## src/inc/mrw_pkg.sv

```systemverilog
// package: constants and types of the mailbox memory read/write responder
package mrw_pkg;
    localparam int MB_COUNT = 32;
    localparam logic [4:0] CMD_CODE_RW = 5'h01;
    localparam int CMD_VERIFY_BIT = 1;
    localparam int CMD_READ_BIT = 0;
    localparam int STAT_DONE_BIT = 7;
    localparam int STAT_ERR_LSB = 4;
    localparam logic [7:0] MAX_WRITE_COUNT = 8'h1c;
    localparam logic [7:0] MAX_READ_COUNT = 8'h1e;
    localparam int PAYLOAD_FIRST_MB = 8;
    localparam int READ_DATA_FIRST_MB = 2;
    localparam int FAIL_HI_MB = 2;
    localparam int FAIL_LO_MB = 3;
    localparam int PAGE_SHIFT = 10;
    localparam int PAGE_COUNT = 32;
    localparam logic [2:0] SPACE_FLASH = 3'h0;
    localparam logic [2:0] SPACE_ROM = 3'h1;
    localparam logic [2:0] SPACE_RAM = 3'h2;
    localparam logic [2:0] SPACE_GPIO = 3'h3;
    localparam logic [2:0] SPACE_PERIPH8 = 3'h4;
    localparam logic [2:0] SPACE_PERIPH16 = 3'h5;
    localparam logic [7:0] BASE_FLASH = 8'h00;
    localparam logic [7:0] BASE_ROM = 8'h40;
    localparam logic [7:0] BASE_RAM = 8'h80;
    localparam logic [7:0] BASE_GPIO = 8'hc0;
    localparam logic [7:0] BASE_PERIPH8 = 8'hff;
    localparam logic [7:0] BASE_PERIPH16 = 8'hfe;
    localparam logic [2:0] ERR_NONE = 3'h0;
    localparam logic [2:0] ERR_COUNT = 3'h1;
    localparam logic [2:0] ERR_SPACE = 3'h2;
    localparam logic [2:0] ERR_ACCESS = 3'h3;
    localparam logic [2:0] ERR_VERIFY = 3'h4;
    localparam logic [2:0] ERR_BUS = 3'h5;
    typedef enum logic [2:0] {
        MRW_IDLE, MRW_CHECK, MRW_ISSUE, MRW_WAIT, MRW_VERIFY, MRW_DONE
    } mrw_state_t;
endpackage

```

## src/inc/mrw_mem_if.sv

```systemverilog
// interface: byte port from the command engine to the memory map
`timescale 1ns/1ps
interface mrw_mem_if;
    logic        req;
    logic        we;
    logic [23:0] addr;
    logic [7:0]  wdata;
    logic        ack;
    logic [7:0]  rdata;
    logic        err;
    modport engine (output req, output we, output addr, output wdata,
                     input ack, input rdata, input err);
    modport port   (input req, input we, input addr, input wdata,
                    output ack, output rdata, output err);
endinterface

```

## src/rtl/mrw_mem_port.sv

```systemverilog
// module: registered bridge from the engine byte port to the memory pins
`timescale 1ns/1ps
module mrw_mem_port (
    // clock and reset
    input wire logic  mclk,
    input wire logic  rst,
    // engine side
    mrw_mem_if.port   eng,
    // memory pins
    output logic        mem_req,
    output logic        mem_we,
    output logic [23:0] mem_addr,
    output logic [7:0]  mem_wdata,
    input wire logic    mem_ack,
    input wire logic [7:0] mem_rdata,
    input wire logic    mem_err
);
    logic        busy;
    logic        next_busy;
    logic        next_req;
    logic        next_we;
    logic [23:0] next_addr;
    logic [7:0]  next_wdata;

    // one outstanding access; the engine holds req until ack
    always_comb begin
        next_busy  = busy;
        next_req   = mem_req;
        next_we    = mem_we;
        next_addr  = mem_addr;
        next_wdata = mem_wdata;
        if (!busy && eng.req) begin
            next_busy  = 1'b1;
            next_req   = 1'b1;
            next_we    = eng.we;
            next_addr  = eng.addr;
            next_wdata = eng.wdata;
        end else if (busy && mem_ack) begin
            next_busy = 1'b0;
            next_req  = 1'b0;
        end
    end

    always_ff @(posedge mclk) begin
        if (rst) begin
            busy      <= 1'b0;
            mem_req   <= 1'b0;
            mem_we    <= 1'b0;
            mem_addr  <= 24'h000000;
            mem_wdata <= 8'h00;
        end else begin
            busy      <= next_busy;
            mem_req   <= next_req;
            mem_we    <= next_we;
            mem_addr  <= next_addr;
            mem_wdata <= next_wdata;
        end
    end

    assign eng.ack   = busy && mem_ack;
    assign eng.rdata = mem_rdata;
    assign eng.err   = mem_err;
endmodule

```

## src/rtl/mrw_responder.sv

```systemverilog
// module: memory read/write command engine writing the response mailboxes
`timescale 1ns/1ps
module mrw_responder
    import mrw_pkg::*;
#(
    parameter logic [31:0] UNLOCK_KEY = 32'h5a5a_a5a5  // arbitrary value
) (
    // clock and reset
    input wire logic       mclk,
    input wire logic       rst,
    // command mailboxes, held stable by the host side until busy falls
    input wire logic       start,
    input wire logic [7:0] cmd_mb [MB_COUNT],
    // device state
    input wire logic       secure,
    input wire logic [PAGE_COUNT-1:0] page_protect_mask,
    // response mailboxes
    output logic [7:0]     rsp_mb [MB_COUNT],
    output logic           busy,
    // memory map pins
    output logic           mem_req,
    output logic           mem_we,
    output logic [23:0]    mem_addr,
    output logic [7:0]     mem_wdata,
    input wire logic       mem_ack,
    input wire logic [7:0] mem_rdata,
    input wire logic       mem_err
);
    mrw_mem_if mif();

    mrw_mem_port u_port (
        .mclk      (mclk),
        .rst       (rst),
        .eng       (mif.port),
        .mem_req   (mem_req),
        .mem_we    (mem_we),
        .mem_addr  (mem_addr),
        .mem_wdata (mem_wdata),
        .mem_ack   (mem_ack),
        .mem_rdata (mem_rdata),
        .mem_err   (mem_err)
    );

    // ----------------------------------------------------------------
    // decode helpers
    // ----------------------------------------------------------------
    function automatic logic [7:0] space_base(input logic [2:0] sp);
        unique case (sp)
            SPACE_FLASH:    space_base = BASE_FLASH;
            SPACE_ROM:      space_base = BASE_ROM;
            SPACE_RAM:      space_base = BASE_RAM;
            SPACE_GPIO:     space_base = BASE_GPIO;
            SPACE_PERIPH8:  space_base = BASE_PERIPH8;
            default:        space_base = BASE_PERIPH16;
        endcase
    endfunction

    function automatic logic [7:0] status_byte(input logic done, input logic [2:0] e);
        status_byte = {done, e, 4'h0};
    endfunction

    // ----------------------------------------------------------------
    // state
    // ----------------------------------------------------------------
    mrw_state_t  state, next_state;
    logic [7:0]  rsp [MB_COUNT];
    logic [7:0]  next_rsp [MB_COUNT];
    logic [7:0]  cmd, next_cmd;
    logic [2:0]  space, next_space;
    logic [4:0]  count, next_count;
    logic [4:0]  idx, next_idx;
    logic [15:0] addr, next_addr;
    logic [2:0]  err, next_err;
    logic        failed, next_failed;
    logic        vphase, next_vphase;

    logic        is_read;
    logic        do_verify;
    logic [31:0] key;
    logic        key_ok;
    logic [4:0]  page;
    logic [7:0]  wbyte;

    assign is_read   = cmd[CMD_READ_BIT];
    assign do_verify = cmd[CMD_VERIFY_BIT] && !is_read;
    assign key       = {cmd_mb[2], cmd_mb[3], cmd_mb[4], cmd_mb[5]};
    assign key_ok    = key == UNLOCK_KEY;
    assign page      = addr[PAGE_SHIFT +: 5];
    assign wbyte     = cmd_mb[PAYLOAD_FIRST_MB + int'(idx)];

    // request only from WAIT, so a byte refused in ISSUE never reaches the port
    assign mif.req   = state == MRW_WAIT;
    assign mif.we    = !is_read && !vphase;
    assign mif.addr  = {space_base(space), addr};
    assign mif.wdata = wbyte;
    assign rsp_mb    = rsp;
    assign busy      = state != MRW_IDLE;

    always_comb begin
        next_state  = state;
        next_rsp    = rsp;
        next_cmd    = cmd;
        next_space  = space;
        next_count  = count;
        next_idx    = idx;
        next_addr   = addr;
        next_err    = err;
        next_failed = failed;
        next_vphase = vphase;
        unique case (state)
            MRW_IDLE: begin
                if (start && cmd_mb[0][7:3] == CMD_CODE_RW) begin
                    next_cmd    = cmd_mb[0];
                    next_space  = cmd_mb[1][7:5];
                    next_count  = cmd_mb[1][4:0];
                    next_addr   = {cmd_mb[6], cmd_mb[7]};
                    next_idx    = 5'h00;
                    next_err    = ERR_NONE;
                    next_failed = 1'b0;
                    next_vphase = 1'b0;
                    next_rsp[0] = cmd_mb[0];
                    next_rsp[1] = status_byte(1'b0, ERR_NONE);
                    next_state  = MRW_CHECK;
                end
            end
            MRW_CHECK: begin
                next_state = MRW_ISSUE;
                // a five-bit field can still exceed the write limit
                if (is_read ? (8'(count) > MAX_READ_COUNT)
                            : (8'(count) > MAX_WRITE_COUNT)) begin
                    next_err = ERR_COUNT;
                end else if (space > SPACE_PERIPH16) begin
                    next_err = ERR_SPACE;
                end else if (secure) begin
                    next_err = ERR_ACCESS;
                end else if ((space == SPACE_ROM && (!is_read || !key_ok)) ||
                             (space == SPACE_PERIPH16 && !key_ok)) begin
                    next_err = ERR_ACCESS;
                end
                if (count == 5'h00 || next_err != ERR_NONE) begin
                    next_state = MRW_DONE;
                end
            end
            MRW_ISSUE: begin
                // each flash byte written is checked against its own page
                if (space == SPACE_FLASH && !is_read && !page_protect_mask[page]) begin
                    next_err   = ERR_ACCESS;
                    next_state = MRW_DONE;
                end else begin
                    next_state = MRW_WAIT;
                end
            end
            MRW_WAIT: begin
                if (mif.ack) begin
                    if (mif.err) begin
                        next_err   = ERR_BUS;
                        next_state = MRW_DONE;
                    end else if (is_read) begin
                        next_rsp[READ_DATA_FIRST_MB + int'(idx)] = mif.rdata;
                        next_state = MRW_VERIFY;
                    end else if (do_verify && !vphase) begin
                        next_vphase = 1'b1;
                        next_state  = MRW_ISSUE;
                    end else begin
                        if (vphase && mif.rdata != wbyte && !failed) begin
                            next_failed = 1'b1;
                            next_err    = ERR_VERIFY;
                            next_rsp[FAIL_HI_MB] = addr[15:8];
                            next_rsp[FAIL_LO_MB] = addr[7:0];
                        end
                        next_vphase = 1'b0;
                        next_state  = MRW_VERIFY;
                    end
                end
            end
            MRW_VERIFY: begin
                next_idx  = idx + 5'h01;
                next_addr = addr + 16'h0001;
                next_state = (idx + 5'h01 == count) ? MRW_DONE : MRW_ISSUE;
            end
            MRW_DONE: begin
                next_rsp[1] = status_byte(1'b1, err);
                next_state  = MRW_IDLE;
            end
            default: next_state = MRW_IDLE;
        endcase
    end

    always_ff @(posedge mclk) begin
        if (rst) begin
            state  <= MRW_IDLE;
            rsp    <= '{default: 8'h00};
            cmd    <= 8'h00;
            space  <= 3'h0;
            count  <= 5'h00;
            idx    <= 5'h00;
            addr   <= 16'h0000;
            err    <= 3'h0;
            failed <= 1'b0;
            vphase <= 1'b0;
        end else begin
            state  <= next_state;
            rsp    <= next_rsp;
            cmd    <= next_cmd;
            space  <= next_space;
            count  <= next_count;
            idx    <= next_idx;
            addr   <= next_addr;
            err    <= next_err;
            failed <= next_failed;
            vphase <= next_vphase;
        end
    end

    // ----------------------------------------------------------------
    // checks
    // ----------------------------------------------------------------
    echo_cmd_a: assert property (@(posedge mclk) disable iff (rst)
        (state == MRW_IDLE && start && cmd_mb[0][7:3] == CMD_CODE_RW)
        |=> rsp[0] == $past(cmd_mb[0]))
        else $error("command byte not echoed");
    status_low_a: assert property (@(posedge mclk) disable iff (rst)
        rsp[1][3:0] == 4'h0)
        else $error("status low nibble not zero");
    done_low_a: assert property (@(posedge mclk) disable iff (rst)
        (state inside {MRW_CHECK, MRW_ISSUE, MRW_WAIT, MRW_VERIFY}) |-> !rsp[1][STAT_DONE_BIT])
        else $error("done flag set while busy");
    done_set_a: assert property (@(posedge mclk) disable iff (rst)
        state == MRW_DONE |=> rsp[1][STAT_DONE_BIT] && rsp[1][6:4] == $past(err))
        else $error("done flag or error not reported");
    secure_deny_a: assert property (@(posedge mclk) disable iff (rst)
        (state == MRW_CHECK && secure && count != 5'h00) |=> !mif.req ##1 rsp[1][6:4] != ERR_NONE)
        else $error("secured access not refused");
    count_limit_a: assert property (@(posedge mclk) disable iff (rst)
        (state == MRW_CHECK && !is_read && 8'(count) > MAX_WRITE_COUNT)
        |=> state == MRW_DONE && err == ERR_COUNT)
        else $error("write count over limit accepted");
    rom_write_a: assert property (@(posedge mclk) disable iff (rst)
        (mif.req && mif.we) |-> space != SPACE_ROM)
        else $error("rom write issued");
    flash_mask_a: assert property (@(posedge mclk) disable iff (rst)
        (mem_req && mem_we && mem_addr[23:16] == BASE_FLASH)
        |-> page_protect_mask[mem_addr[PAGE_SHIFT +: 5]])
        else $error("protected flash page written");
    read_place_a: assert property (@(posedge mclk) disable iff (rst)
        (state == MRW_WAIT && mif.ack && !mif.err && is_read)
        |=> rsp[READ_DATA_FIRST_MB + int'($past(idx))] == $past(mif.rdata))
        else $error("read byte misplaced");
endmodule

```

## config.mk

```make
export PLATFORM = sky130hd
export DESIGN_NAME = mrw_responder
export DESIGN_NICKNAME = d
export VERILOG_FILES = /design/src/inc/mrw_pkg.sv /design/src/inc/mrw_mem_if.sv /design/src/rtl/mrw_mem_port.sv /design/src/rtl/mrw_responder.sv
export SDC_FILE = /design/constraint.sdc
export NUM_CORES = 1
export LEC_CHECK = 0
export BUFFER_PORTS_ARGS = -buffer_cell sky130_fd_sc_hd__buf_4
export CORE_AREA = 2 2 232 234
export CTS_CLUSTER_SIZE = 30
export DETAILED_ROUTE_END_ITERATION = 16
export DIE_AREA = 0 0 234 236
export HOLD_SLACK_MARGIN = 0.05
export PLACE_DENSITY = 0.52
export SYNTH_ARGS = -nofsm -noshare
export SYNTH_HDL_FRONTEND = slang
export SYNTH_HIERARCHICAL = 1
export SYNTH_SLANG_ARGS = --single-unit
```

## constraint.sdc

```tcl
create_clock -name mclk -period 4.7 [get_ports mclk]
set_clock_uncertainty 0.05 [all_clocks]
set_input_delay 0.235 -clock mclk [delete_from_list [all_inputs] [get_ports mclk]]
set_output_delay 0.235 -clock mclk [all_outputs]
set_load 0.05 [all_outputs]
```

==> results of run 1 <==
## per-stage QoR
step	hold WS, ns	cells
floorplan	0.321	1800
global placement	0.393	2955
finish	0.103	3059
CTS	0.0629	3054
detailed placement	0.398	2955
global route	0.0983	3057
## report_power, final
group / switching, mW / internal (mW)
logic: 0.276 / 0.261
registers: 0.00646 / 2.79
clock network: 1.24 / 1.96
total: 1.52 / 5.01
## registers in the layout (all words and copies together) (netlist names)
register,flops
err,3
idx,5
u_port/mem_addr,24
failed,1
state,3
space,3
u_port/mem_wdata,8
count,5
rsp_mb,256
vphase,1
addr,16
cmd,2
u_port/busy,1
u_port/mem_we,1
## cell families after synthesis
| family | after synthesis | share of synthesized area |
|---|---|---|
| flip-flops | 329 | 0.405 |
| buffers and inverters | 182 | 0.0533 |
| AND/OR/NAND/NOR | 686 | 0.207 |
| AO/OA/AOI/OAI | 390 | 0.156 |
| XOR/XNOR | 10 | 0.00538 |
| multiplexers | 195 | 0.167 |
| adder cells (fa/ha/maj) | 8 | 0.00600 |
## metal layers
metal,GRT usage,vias up
li1,-,7577
met1,0.348,8080
met2,0.433,710
met3,0.0839,105
met4,0.0794,2
met5,0,-
## final cells by class
class / instances / area, um^2 / share of cell area
Multi-Input combinational cell: 1289 / 8850 / 0.388
Sequential cell: 329 / 6590 / 0.289
Timing Repair Buffer: 654 / 5040 / 0.221
Clock buffer: 55 / 1170 / 0.0513
Tap cell: 696 / 871 / 0.0382
Clock inverter: 14 / 193 / 0.00845
Inverter: 17 / 63.8 / 0.00280
Antenna cell: 5 / 12.5 / 0.000549
## worst reg2reg max path, stage by stage, from the launching register on
cell and delay (ns):
dfxtp_2 0.95, buf_12 0.29, mux2i_1 0.56, o41ai_1 0.16, nor4_2 0.38, or3_1 0.16
nand3_1 0.10, nor4_1 0.58, buf_4 0.23, o21ai_1 0.24, a211oi_1 0.32
## cells in the final DEF (no fill, tap or decap), types with 38 or more instances in the layout
cell,instances
buf_4,619
mux4_2,60
nand3_1,138
nand2_1,219
a211oi_1,60
mux2i_1,129
nand2b_1,38
clkbuf_16,41
a21oi_1,168
dfxtp_1,326
nor2_1,158
## path summary, 6_finish.rpt
check	from	endpoint	slack (ns)	cells after the start
worst max-delay path	idx[2]	rsp_mb[235]	0.59	10
worst min-delay path	cmd_mb[203]	addr[11]	0.10	3
worst max register to register	idx[2]	rsp_mb[235]	0.59	10
worst min register to register	rsp_mb[59]	rsp_mb[59]	0.40	2
==> results.sh, run 1 <==
export IMPL_finalCritPeriodShare=0.874
export IMPL_synth_edf_count=0
export IMPL_synth_area_top_cells="dfxtp_1 40%, mux4_2 8.3%, mux2i_1 7.9%"
export IMPL_grt_pass1_wl_mm=111
export IMPL_synth_top_cells_by_count="329 x dfxtp_1, 219 x nand2_1, 168 x a21oi_1, 160 x nor2_1, 138 x nand3_1"
export IMPL_grt_pass1_vias=16100
export IMPL_clk_insertion_delay_late_ns=0.55
export IMPL_num_rows=85
export IMPL_ys_types=76
export IMPL_p_leak_nw=9.52
export IMPL_fin_setup_tns_ns=0
export IMPL_vias_per_cell=5.39
export IMPL_start_util=0.307
export IMPL_cts_htree_levels=2
export IMPL_rsz0062_at_grt="false"
export IMPL_final_hold_viol_count=0
export IMPL_drv_slew=0
export IMPL_io_pins=593
export IMPL_wl_met3_mm=7.14
export IMPL_power_total_mw=6.53
export IMPL_grt_overflow_total=0
export IMPL_hpwl_mm=57.4
export IMPL_fin_nets=2639
export IMPL_io_buffers=592
export IMPL_setup_viol=0
export IMPL_drt_iter0_markers=1195
export IMPL_min_period_ns=4.11
export IMPL_first_pass_iters=5
export IMPL_cts_root_buf="clkbuf_16"
export IMPL_max_vdd_ir_drop_mv=0.287
export IMPL_avgRoutedWirePerCell_um=25.4
export IMPL_startpoint_type="flip-flop"
export IMPL_track_usage=0.270
export IMPL_worstPathRequired_ns=5.10
export IMPL_synthToLayoutAreaGrowth_pct=40.0
export IMPL_crit_family="simple AND/OR/NAND/NOR gates"
export IMPL_placed_area_mm2=0.0211
export IMPL_slowest_stage="dfxtp_2"
export IMPL_cts_tree="yes"
export IMPL_path_clk_slew_ns=0.06
export IMPL_cts_resized_gates=0
export IMPL_wl_met1_mm=32.2
export IMPL_fillers=5234
export IMPL_setup_worst_path_class="reg2reg"
export IMPL_synthFlopType="dfxtp_1"
export IMPL_wl_met2_mm=36.2
export IMPL_synthCells=1800
export IMPL_netlist_top_cell_by_area="dfxtp_1"
export IMPL_critPathArrivalTime_ns=4.51
export IMPL_power_density_mw_per_mm2=287
export IMPL_dp_slack_ns=0.661
export IMPL_synth_seq_cells=329
export IMPL_path_max_fanout=33
export IMPL_final_core_util=0.429
export IMPL_antenna_found_initial=6
export IMPL_avgSynthCellArea_um2=9.04
export IMPL_ys_async_sr_fraction=0
export IMPL_clock_sinks=329
export IMPL_seq_area_frac_synth=0.405
export IMPL_synth_warnings=6
export IMPL_syn_area_mm2=0.0163
export IMPL_worst_slack_ns=0.590
export IMPL_design_die_area_mm2=0.0552
export IMPL_gp_congestion=0.994
export IMPL_ant_nets=0
export IMPL_max_freq_ghz=0.243
export IMPL_synth_top_cell_area_share=0.405
export IMPL_vias=16500
export IMPL_die_w_um=234
export IMPL_top_layer_used="met5"
export IMPL_drc=0
export IMPL_status="finished, final reports clean"
export IMPL_slowest_delay_ns=0.95
export IMPL_syn_num_nets=2109
export IMPL_synth_most_common_cell="dfxtp_1"
export IMPL_postCtsHoldBufs=30
export IMPL_tightest_slew_ns=1.19
export IMPL_cp_num_buf_inv=2
export IMPL_max_cap_violations=0
export IMPL_hp_class="in2reg"
export IMPL_clk_path_buf_depth=3
export IMPL_worst_setup_path_end_kind="flip-flop"
export IMPL_grt_max_degree=144
export IMPL_timing_slew_headroom=0.203
export IMPL_core_mm2=0.0531
export IMPL_numCtsBuffers=39
export IMPL_wl_mm=77.8
export IMPL_final_cell_area_mm2=0.0228
export IMPL_cts_setup_buffers=0
export IMPL_crit_chain="buf_12 -> mux2i_1 -> o41ai_1 -> nor4_2 -> or3_1 -> nand3_1 -> nor4_1 -> buf_4 -> o21ai_1 -> a211oi_1"
export IMPL_drive_above_1_share=0.340
export IMPL_die_y_um=236
No activity file was read; power rests on OpenSTA's default activity.
==> inputs of run 2 (changes only) <==
--- a/config.mk
+++ b/config.mk
@@ -6,10 +6,10 @@
 export NUM_CORES = 1
 export LEC_CHECK = 0
 export BUFFER_PORTS_ARGS = -buffer_cell sky130_fd_sc_hd__buf_4
-export CORE_AREA = 2 2 232 234
+export CORE_AREA = 2 2 233 235
 export CTS_CLUSTER_SIZE = 30
 export DETAILED_ROUTE_END_ITERATION = 16
-export DIE_AREA = 0 0 234 236
+export DIE_AREA = 0 0 235 237
 export HOLD_SLACK_MARGIN = 0.05
 export PLACE_DENSITY = 0.52
 export SYNTH_ARGS = -nofsm -noshare
==> run 2 against run 1 <==
Final area decreased by 0.37%; clock power shrank 3%; sequential share of layout area up 0.11 points; die area up 0.85%; largest cell class unchanged; largest power group unchanged.
==> results.sh, run 2 (synthesis gave the netlist of run 1 again) <==
export IMPL_cts_root_buf="clkbuf_16"
export IMPL_core_mm2=0.0533
export IMPL_swShare=0.239
export IMPL_track_usage=0.255
export IMPL_path_max_fanout=24
export IMPL_p_switching_mw=1.53
export IMPL_grt_pass1_wl_mm=108
export IMPL_numCtsBuffers=38
export IMPL_reg2reg_slack_ns=0.42
export IMPL_min_period_ns=4.28
export IMPL_comb_power_share=0.082
export IMPL_die_w_um=235
export IMPL_max_cap_violations=0
export IMPL_drive_above_1_share=0.340
export IMPL_final_hold_viol_count=0
export IMPL_first_pass_iters=5
export IMPL_setup_viol=0
export IMPL_antenna_found_initial=3
export IMPL_clk_insertion_delay_late_ns=0.57
export IMPL_max_freq_ghz=0.234
export IMPL_largest_reg_flops=256
export IMPL_critPathArrivalTime_ns=4.68
export IMPL_fin_setup_tns_ns=0
export IMPL_wl_mm=74.2
export IMPL_status="finished, final reports clean"
export IMPL_final_core_util=0.426
export IMPL_cts_htree_levels=2
export IMPL_hpwl_mm=54.2
export IMPL_vias=16300
export IMPL_io_pins=593
export IMPL_worst_setup_path_end_kind="flip-flop"
export IMPL_final_cell_mix="621 x buf_4, 326 x dfxtp_1, 219 x nand2_1"
export IMPL_synthToLayoutAreaGrowth_pct=39.5
export IMPL_dp_cells=2957
export IMPL_worstPathRequired_ns=5.11
export IMPL_power_density_mw_per_mm2=283
export IMPL_clk_path_buf_depth=3
export IMPL_instances_no_fill=3053
export IMPL_die_y_um=237
export IMPL_grt_overflow_total=0
export IMPL_rsz0062_at_grt="false"
export IMPL_design_die_area_mm2=0.0557
export IMPL_gp_congestion=0.930
export IMPL_drc=0
export IMPL_final_common_cell="buf_4"
export IMPL_power_frac_seq=0.436
export IMPL_grt_max_degree=141
export IMPL_clock_sinks=329
export IMPL_cts_setup_buffers=0
export IMPL_cts_tree="yes"
export IMPL_drt_iter0_markers=1134
export IMPL_p_leak_nw=9.49
export IMPL_startpoint_type="flip-flop"
export IMPL_hp_class="in2reg"
export IMPL_timing_slew_headroom=0.218
export IMPL_tightest_slew_ns=1.17
export IMPL_max_vdd_ir_drop_mv=0.274
export IMPL_drv_slew=0
export IMPL_finalCritPeriodShare=0.911
export IMPL_placed_area_mm2=0.0211
export IMPL_fin_nets=2637
export IMPL_path_clk_slew_ns=0.07
export IMPL_avgRoutedWirePerCell_um=24.3
export IMPL_p_int_mw=4.88
export IMPL_vias_per_cell=5.35
export IMPL_io_buffers=592
export IMPL_ant_nets=0
export IMPL_clockPowerShare=0.481
export IMPL_final_cell_area_mm2=0.0227
export IMPL_setup_worst_path_class="reg2reg"
export IMPL_start_util=0.306
export IMPL_num_rows=85
export IMPL_grt_pass1_vias=16000
## run 2: area by class of cell
cell class                 instances  area [um^2]
antenna                            1         2.50
clock buffer                      56         1120
clock inverter                    12          183
fill                            5322        30600
inverter                          17         63.8
multi-input combinational       1289         8850
sequential                       329         6590
tap                              696          871
timing repair buffer             653         5030
## run 2: layer usage
metal,track usage,vias to the layer above,part of all wire
li1,-,7567,-
met1,0.329,7976,0.43
met2,0.396,639,0.45
met3,0.0830,146,0.089
met4,0.0970,4,0.038
met5,0,-,0.00031
## run 2: worst paths after layout
kind | from | to | cells past startpoint
min | cmd_mb[253] | state[1] | 4
min reg2reg | rsp_mb[35] | rsp_mb[35] | 2
max reg2reg | idx[1] | rsp_mb[227] | 10
max | idx[1] | rsp_mb[227] | 10
## run 2: metrics by stage
| step | hold WS [ns] | setup WS [ns] | power, mW |
|---|---|---|---|
| final | 0.0997 | 0.420 | 6.42 |
| after global placement | 0.393 | 0.549 | 3.36 |
| after floorplan | 0.321 | 1.27 | 3.05 |
| after CTS | 0.0758 | 0.493 | 6.49 |
| after global routing | 0.0978 | 0.240 | 6.62 |
| after detailed placement | 0.398 | 0.533 | 3.36 |
## run 2: power groups by stage
stage          registers, mW  logic, mW  clock network, mW
6_report                2.80      0.529               3.09
5_1_grt                 2.80      0.550               3.27
4_1_cts                 2.80      0.523               3.17
3_5_place_dp            2.86      0.501                  0
3_3_place_gp            2.86      0.499                  0
2_1_floorplan           2.87      0.178                  0
## run 2: worst max-delay path, stage by stage (launching register included)
cell,delay [ns]
dfxtp_2,0.76
buf_4,0.38
mux4_2,0.53
and2_1,0.17
o32ai_1,0.39
xnor2_1,0.18
nand3_1,0.11
nor4_1,0.82
buf_4,0.24
o21ai_1,0.22
a211oi_1,0.31
## run 2: what timing repair did
action                                 in CTS  in global routing
gates resized for setup                     0                  0
hold buffers                               27                  0
endpoints found under the hold margin      27                  0
